## config.mk

```make
export PLATFORM = sky130hd
export DESIGN_NAME = pcs_top
export DESIGN_NICKNAME = d
export VERILOG_FILES = /design/src/design/pcs_pkg.sv /design/src/design/pcs_stk_if.sv /design/src/design/pcs_stack.sv /design/src/design/pcs_top.sv
export SDC_FILE = /design/constraint.sdc
export NUM_CORES = 1
export LEC_CHECK = 0
export BUFFER_PORTS_ARGS = -buffer_cell sky130_fd_sc_hd__clkbuf_2
export CORE_MARGIN = 2
export CORE_UTILIZATION = 52
export DETAILED_ROUTE_END_ITERATION = 8
export PLACE_DENSITY = 0.85
export SYNTH_ARGS = -nofsm -noshare
export SYNTH_HDL_FRONTEND = slang
export SYNTH_SLANG_ARGS = --single-unit
```

## constraint.sdc

```tcl
create_clock -name clk_i -period 2.7 [get_ports clk_i]
set_clock_uncertainty 0.2 [all_clocks]
set_input_delay 0.135 -clock clk_i [delete_from_list [all_inputs] [get_ports clk_i]]
set_output_delay 0.135 -clock clk_i [all_outputs]
set_load 0.005 [all_outputs]
```

## src/design/pcs_pkg.sv

```systemverilog
// Purpose: Shared constants for the program counter and return stack.
// Assumes: One clock, synchronous active-low reset.
// Notes:   Widths follow the documented 13-bit counter and 2K-word memory.
package pcs_pkg;

  localparam int          PC_W       = 13;  // Full program counter width.
  localparam int          IMPL_W     = 11;  // Implemented program space, 2K words.
  localparam int          LOW_W      = 8;   // Software-visible low byte.
  localparam int          HI_W       = 5;   // Hidden high part, bits 12 to 8.
  localparam int          TGT_W      = 11;  // Target field of call and jump.
  localparam int          STK_DEPTH  = 8;   // Return stack entries.
  localparam int          STK_PTR_W  = 3;   // Stack pointer width.
  localparam int          PAGE_BIT   = 3;   // Page-select bit of the latch.
  localparam int          PAGE_HI    = 4;   // Top latch bit feeding bit 12.
  localparam logic [PC_W-1:0]      RESET_VEC  = 13'h0000;
  localparam logic [PC_W-1:0]      IRQ_VEC    = 13'h0004;
  localparam logic [PC_W-1:0]      PC_STEP    = 13'h0001;
  localparam logic [HI_W-1:0]      LATCH_RST  = 5'h00;
  localparam logic [STK_PTR_W-1:0] PTR_RST    = 3'h0;
  localparam logic [STK_PTR_W-1:0] PTR_STEP   = 3'h1;
  localparam logic [STK_PTR_W-1:0] PTR_LAST   = 3'h7;
  localparam logic [IMPL_W-1:0]    IMPL_TOP   = 11'h7ff;
  localparam logic [IMPL_W-1:0]    IMPL_BASE  = 11'h000;

endpackage : pcs_pkg

```

## src/design/pcs_stk_if.sv

```systemverilog
// Purpose: Carrier between the sequencer and its return stack.
// Assumes: Push and pop are never requested together.
// Notes:   The top entry is always presented on top_data.
`timescale 1ns/1ps
interface pcs_stk_if;
  import pcs_pkg::*;

  logic            en;         // Clock enable.
  logic            push;       // Store push_data as new top.
  logic            pop;        // Discard current top.
  logic [PC_W-1:0] push_data;  // Address to save.
  logic [PC_W-1:0] top_data;   // Most recently pushed address.

  modport ctl (output en, push, pop, push_data, input top_data);
  modport stk (input en, push, pop, push_data, output top_data);

endinterface : pcs_stk_if

```

## src/design/pcs_stack.sv

```systemverilog
// Purpose: Eight-entry circular return stack.
// Assumes: Pointer is private; nothing outside can read or set it.
// Notes:   A ninth push overwrites the oldest entry with no warning.
`timescale 1ns/1ps
module pcs_stack (
  input  wire logic clk_i,    // System clock.
  input  wire logic rst_n_i,  // Synchronous reset, active low.
  pcs_stk_if.stk    stk       // Push and pop requests.
);
  import pcs_pkg::*;

  logic [PC_W-1:0]      mem_q [STK_DEPTH];
  logic [STK_PTR_W-1:0] ptr_q;
  logic [STK_PTR_W-1:0] top_idx;

  assign top_idx      = ptr_q - PTR_STEP;
  assign stk.top_data = mem_q[top_idx];

  // ---------------------------------------------------------------
  // Pointer
  // ---------------------------------------------------------------
  always_ff @(posedge clk_i) begin
    if (!rst_n_i) begin
      ptr_q <= PTR_RST;
    end else if (stk.en && stk.push) begin
      ptr_q <= ptr_q + PTR_STEP;
    end else if (stk.en && stk.pop) begin
      ptr_q <= top_idx;
    end
  end

  // ---------------------------------------------------------------
  // Storage
  // ---------------------------------------------------------------
  always_ff @(posedge clk_i) begin
    if (stk.en && stk.push) begin
      mem_q[ptr_q] <= stk.push_data;
    end
  end
endmodule : pcs_stack

```

## src/design/pcs_top.sv

```systemverilog
// Purpose: Program counter, high-address latch and return stack sequencing.
// Assumes: Decoder and interrupt logic share clk_i and give one-cycle commands.
// Notes:   Priority is interrupt, call, jump, return, low-byte write, step.
`timescale 1ns/1ps

// Contract
// - Keep a 13-bit program counter.
// - Fetch addresses wrap within 2K words.
// - Reset to zero; interrupt jumps to four.
// - Low counter byte readable and writable.
// - High bits change only via latch; returns, interrupts, calls, jumps and step carries also move them.
// - Private eight-entry stack, hidden pointer.
// - Call or interrupt pushes the counter.
// - Any return pops into the counter. A return beside an interrupt, call or jump does not pop.
// - Push and pop leave latch alone.
// - Stack is circular, silent overwrite.
// - Call and jump carry 11 target bits.
// - Page bit comes from latch bit three.
// - Returns restore all 13 bits.
module pcs_top (
  input  wire logic                       clk_i,          // System clock.
  input  wire logic                       rst_n_i,        // Sync reset, active low.
  input  wire logic                       ce_i,           // Clock enable.
  input  wire logic                       step_i,         // Advance to next word.
  input  wire logic                       irq_i,          // Take interrupt.
  input  wire logic                       call_i,         // Call instruction.
  input  wire logic                       jump_instr_i,   // Jump instruction.
  input  wire logic [pcs_pkg::TGT_W-1:0]  target_i,       // Call or jump target.
  input  wire logic                       ret_i,          // Any return kind.
  input  wire logic                       pc_low_byte_wr_i,    // Write low byte.
  input  wire logic [pcs_pkg::LOW_W-1:0]  pc_low_byte_wdata_i, // Low byte data.
  input  wire logic                       latch_wr_i,     // Write high latch.
  input  wire logic [pcs_pkg::HI_W-1:0]   latch_wdata_i,  // High latch data.
  output logic      [pcs_pkg::IMPL_W-1:0] fetch_addr_o,   // Wrapped fetch address.
  output logic      [pcs_pkg::PC_W-1:0]   pc_o,           // Full counter.
  output logic      [pcs_pkg::LOW_W-1:0]  pc_low_byte_o,  // Low byte read.
  output logic      [pcs_pkg::HI_W-1:0]   pc_high_latch_o // Latch read.
);
  import pcs_pkg::*;

  logic [PC_W-1:0] pc_q;
  logic [PC_W-1:0] pc_d;
  logic [HI_W-1:0] pc_high_latch_q;
  logic [PC_W-1:0] branch_tgt;

  pcs_stk_if stk_if ();

  pcs_stack u_stack (
    .clk_i   (clk_i),
    .rst_n_i (rst_n_i),
    .stk     (stk_if.stk)
  );

  // ---------------------------------------------------------------
  // Stack requests
  // ---------------------------------------------------------------
  // The counter already names the next word, so it is the return address.
  assign stk_if.en        = ce_i;
  assign stk_if.push      = irq_i || call_i;
  assign stk_if.pop       = ret_i && !irq_i && !call_i && !jump_instr_i;
  assign stk_if.push_data = pc_q;

  // Upper two bits come from the latch; bit 11 is the page-select bit.
  assign branch_tgt = {pc_high_latch_q[PAGE_HI], pc_high_latch_q[PAGE_BIT],
                       target_i};

  // ---------------------------------------------------------------
  // Next counter value
  // ---------------------------------------------------------------
  always_comb begin
    pc_d = pc_q;
    if (irq_i) begin
      pc_d = IRQ_VEC;
    end else if (call_i || jump_instr_i) begin
      pc_d = branch_tgt;
    end else if (ret_i) begin
      pc_d = stk_if.top_data;
    end else if (pc_low_byte_wr_i) begin
      pc_d = {pc_high_latch_q, pc_low_byte_wdata_i};
    end else if (step_i) begin
      pc_d = pc_q + PC_STEP;
    end
  end

  // ---------------------------------------------------------------
  // Program counter
  // ---------------------------------------------------------------
  always_ff @(posedge clk_i) begin
    if (!rst_n_i) begin
      pc_q <= RESET_VEC;
    end else if (ce_i) begin
      pc_q <= pc_d;
    end
  end

  // ---------------------------------------------------------------
  // High-address latch
  // ---------------------------------------------------------------
  // Only a direct write changes it; stack traffic never does.
  always_ff @(posedge clk_i) begin
    if (!rst_n_i) begin
      pc_high_latch_q <= LATCH_RST;
    end else if (ce_i && latch_wr_i) begin
      pc_high_latch_q <= latch_wdata_i;
    end
  end

  // ---------------------------------------------------------------
  // Outputs
  // ---------------------------------------------------------------
  assign fetch_addr_o    = pc_q[IMPL_W-1:0];
  assign pc_o            = pc_q;
  assign pc_low_byte_o   = pc_q[LOW_W-1:0];
  assign pc_high_latch_o = pc_high_latch_q;

  logic only_step;
  assign only_step = ce_i && step_i && !irq_i && !call_i && !jump_instr_i && !ret_i
                     && !pc_low_byte_wr_i;
endmodule : pcs_top

```

==> metrics.md <==
| Metric | Value |
|---|---|
| Mean post-synth cell area | `14.5 um2` |
| Antenna viol nets, final | `0` |
| Cell Pwr Density | `702 nW/um2` |
| Clk pin slew, worst setup/hold paths | `0.06 ns` |
| Avg WL per Cell | `23.2 um` |
| Nets | `543` |
| Syn-to-layout area delta | `26.9%` |
| Synth area leader | `edfxtp_1` |
| Clock Path Buffers | `2` |
| Drt total wl | `15200 um` |
| Yosys warnings | `0` |
| Most frequent cells in the layout | `edfxtp_1 (104), clkbuf_2 (70), dlygate4sd3_1 (43), nand2_1 (33), buf_4 (28)` |
| Routed vias/inst | `6.24` |
| Antenna violations before repair | `0` |
| CTS tree | `built` |
| Via count | `4086` |
| Req. time, crit path | `2.86 ns` |
| Die Wd | `108 um` |
| Worst Setup End Kind | `register` |
| # placed instances | `580` |
| Clk_lat worst skew | `0.52 ns` |
| Largest family of logic cells by synthesized area | `multiplexers` |
| Final Instance Area | `7090 um2` |
| Post-CTS sizing | `0` |
| Clk pwr share | `43.1%` |
| Die Y | `108 um` |
| RSZ-0062 raised after global routing | `no` |
| Comb power frac | `12.9%` |
| Seq/Total Area, Yosys | `63.4%` |
| Mapped Nets | `422` |
| Post-synth EDFFs | `104` |
| NetSw | `1.22 mW` |
| Initial DRT Pass Iterations | `8` |
| Post-synthesis mux area share | `13.1%` |
| Setup CP Type | `register to register` |
| Endpoints failing setup | `0` |
| Port-buffer cells | `70` |
| Fillers | `632` |
| TritonCTS buffer count | `17` |
| Core Box Area | `10400 um2` |
| HP Class | `primary input to register` |
| Yosys top cell area share | `55.9%` |
| Met2 routed WL | `7210 um` |
| Switching Fraction | `24.5%` |
| M1 WL | `5540 um` |
| Status | `finished clean` |
| FF/Latch Area | `3540 um2` |
| Synth Area in Adders | `0.671%` |
| Gp weighted congestion | `0.921` |
| Critical path arrival | `2.68 ns` |
| Cells after Synth | `385` |
| Area post-placement | `6100 um2` |
| Slew Limit Fails | `0` |
| Die ar. | `11600 um2` |
| Total track usage | `27.7%` |
| First-pass GRT wire length | `23000 um` |
| Yosys reg bits | `125` |
| Cell Count, Final, Fillers Out | `655` |
| CP Launch Type | `register` |
| P_int | `3.76 mW` |
| Peak supply drop | `706 uV` |
| Top-level I/O count | `71` |
| Relative slew slack | `41.9%` |
| Cell variety after synth | `50` |
| Hold Buf Count CTS | `43` |
| Initial Util | `53.9%` |
| Top sig layer | `met4` |
| Root buf cell | `clkbuf_8` |
| Area taken by multi-input logic gates | `1770 um2` |
| Post-route setup TNS | `0 ns` |
| Sequential power share | `44.0%` |
| Worst-path cell chain | `inv_1, ha_1, buf_4, mux4_1, mux2_2, o21ai_0, a211oi_1` |
| DRC violation count after routing | `0` |
| CP bufs+invs | `2` |
| Synth Flop Type | `edfxtp_1` |
| Antenna Cells | `0` |
| Worst Tran Pin Value | `0.864 ns` |
| Crit share post-route | `93.3%` |
| Synth async-reset ratio | `0%` |
| Share of layout cells above drive strength 1 | `30.1%` |
| Final min period | `2.52 ns` |
| Mapped cell area | `5590 um2` |
| H-tree depth | `4` |
| Post-synthesis simple-gate area fraction | `7.92%` |
| Row cnt | `37` |
| Max-cap violations | `0` |
| Slowest cell on crit path | `dfxtp_1` |
| Crit path largest cell delay | `0.51 ns` |
| Top delay family on crit path | `multiplexers` |
| Commonest non-fill, non-tap cell in the layout | `edfxtp_1` |
| Dominant cells by area after synthesis | `edfxtp_1 (56%), dfxtp_1 (7.5%), mux4_2 (6.8%)` |
| P_leak | `2.63 nW` |
| Pre-CTS setup slack | `0.223 ns` |
| Max Clk Rate | `397 MHz` |
| Met3 WL | `1810 um` |
| Post-Synth XOR/XNOR Area | `1.72%` |
| Grt ovf | `0` |
| Vias in the first global route | `4166` |
| Largest net degree at the start of global routing | `28` |
| Final hold viol count | `0` |
| DR iter-0 viols | `509` |
| Crit Path Max Fanout | `13` |
| Complex-gate fraction of the synthesized area | `7.77%` |
| Power Total | `4.98 mW` |
| Final setup margin | `0.181 ns` |
| Sink Count | `125` |
| Post-detail-place hpwl | `8940 um` |
| Post-CTS setup buffer count | `0` |
## power groups by stage
stage                     Clock [mW]  Sequential, mW  Combinational [mW]
after floorplan                    0            2.22               0.390
after global placement             0            2.22               0.550
after detailed placement           0            2.23               0.569
after CTS                       2.15            2.19               0.624
after global routing            2.26            2.20               0.683
final                           2.15            2.19               0.641
## path summary, 6_finish.rpt
check | slack [ns] | to | from | cells past startpoint
setup / recovery | 0.18 | pc_o[5] | u_stack.ptr_q[1] | 7
hold / removal | 0.04 | pc_o[4] | jump_instr_i | 5
setup reg to reg | 0.18 | pc_o[5] | u_stack.ptr_q[1] | 7
hold reg to reg | 0.44 | u_stack.mem_q[7][3] | pc_o[3] | 1
## routing by layer
layer / vias up / global-route usage (%)
met5: - / 0
met4: 0 / 13.6
met3: 71 / 8.41
met2: 322 / 43.5
met1: 1962 / 35.0
li1: 1731 / -
## through the flow
| stage | hold slack [ns] | utilization, % |
|---|---|---|
| after floorplan | 0.0524 | - |
| after global placement | 0.175 | 58.8 |
| after detailed placement | 0.184 | 58.8 |
| after CTS | 0.00609 | 68.4 |
| after global routing | 0.0470 | 68.4 |
| final | 0.0439 | 68.4 |
## final cells by class
cell class	count	share of cell area, %
Clock inverter	15	2.08
Tap cell	136	2.40
Multi-Input combinational cell	211	25.0
Timing Repair Buffer	142	14.3
Clock buffer	17	5.84
Inverter	9	0.476
Sequential cell	125	50.0
## tightest hold or removal path, cell delays in order
cell and delay (ns):
clkbuf_2 0.12, nor2_1 0.10, nor2_1 0.10, nor4_1 0.05
a32o_1 0.20
## logic make-up after synthesis
family	Yosys count
and+or+nand+nor	94
buffers and inverters	49
AOI/OAI and AO/OA	66
DFF	125
adders and majority gates	3
xor gates and xnor gates	11
muxes	37
## registers in the layout (all words and copies together), names as in the netlist
register / cells
u_stack.mem_q: 104
pc_o: 13
pc_high_latch_o: 5
u_stack.ptr_q: 3
## Yosys cell counts, drive strengths merged (3+ instances only)
cell      n
edfxtp  104
buf      33
nand2    33
mux4     26
dfxtp    21
a21oi    20
nor2     19
o21ai    13
nand3    11
inv       9
nor3      9
mux2i     8
clkbuf    7
xnor2     7
nand4     6
a211oi    4
a221oi    4
nor4      4
xor2      4
a22oi     3
and3      3
ha        3
mux2      3
nand2b    3
nor2b     3
o21a      3
Note: power is estimated with default switching activity, not from simulation.
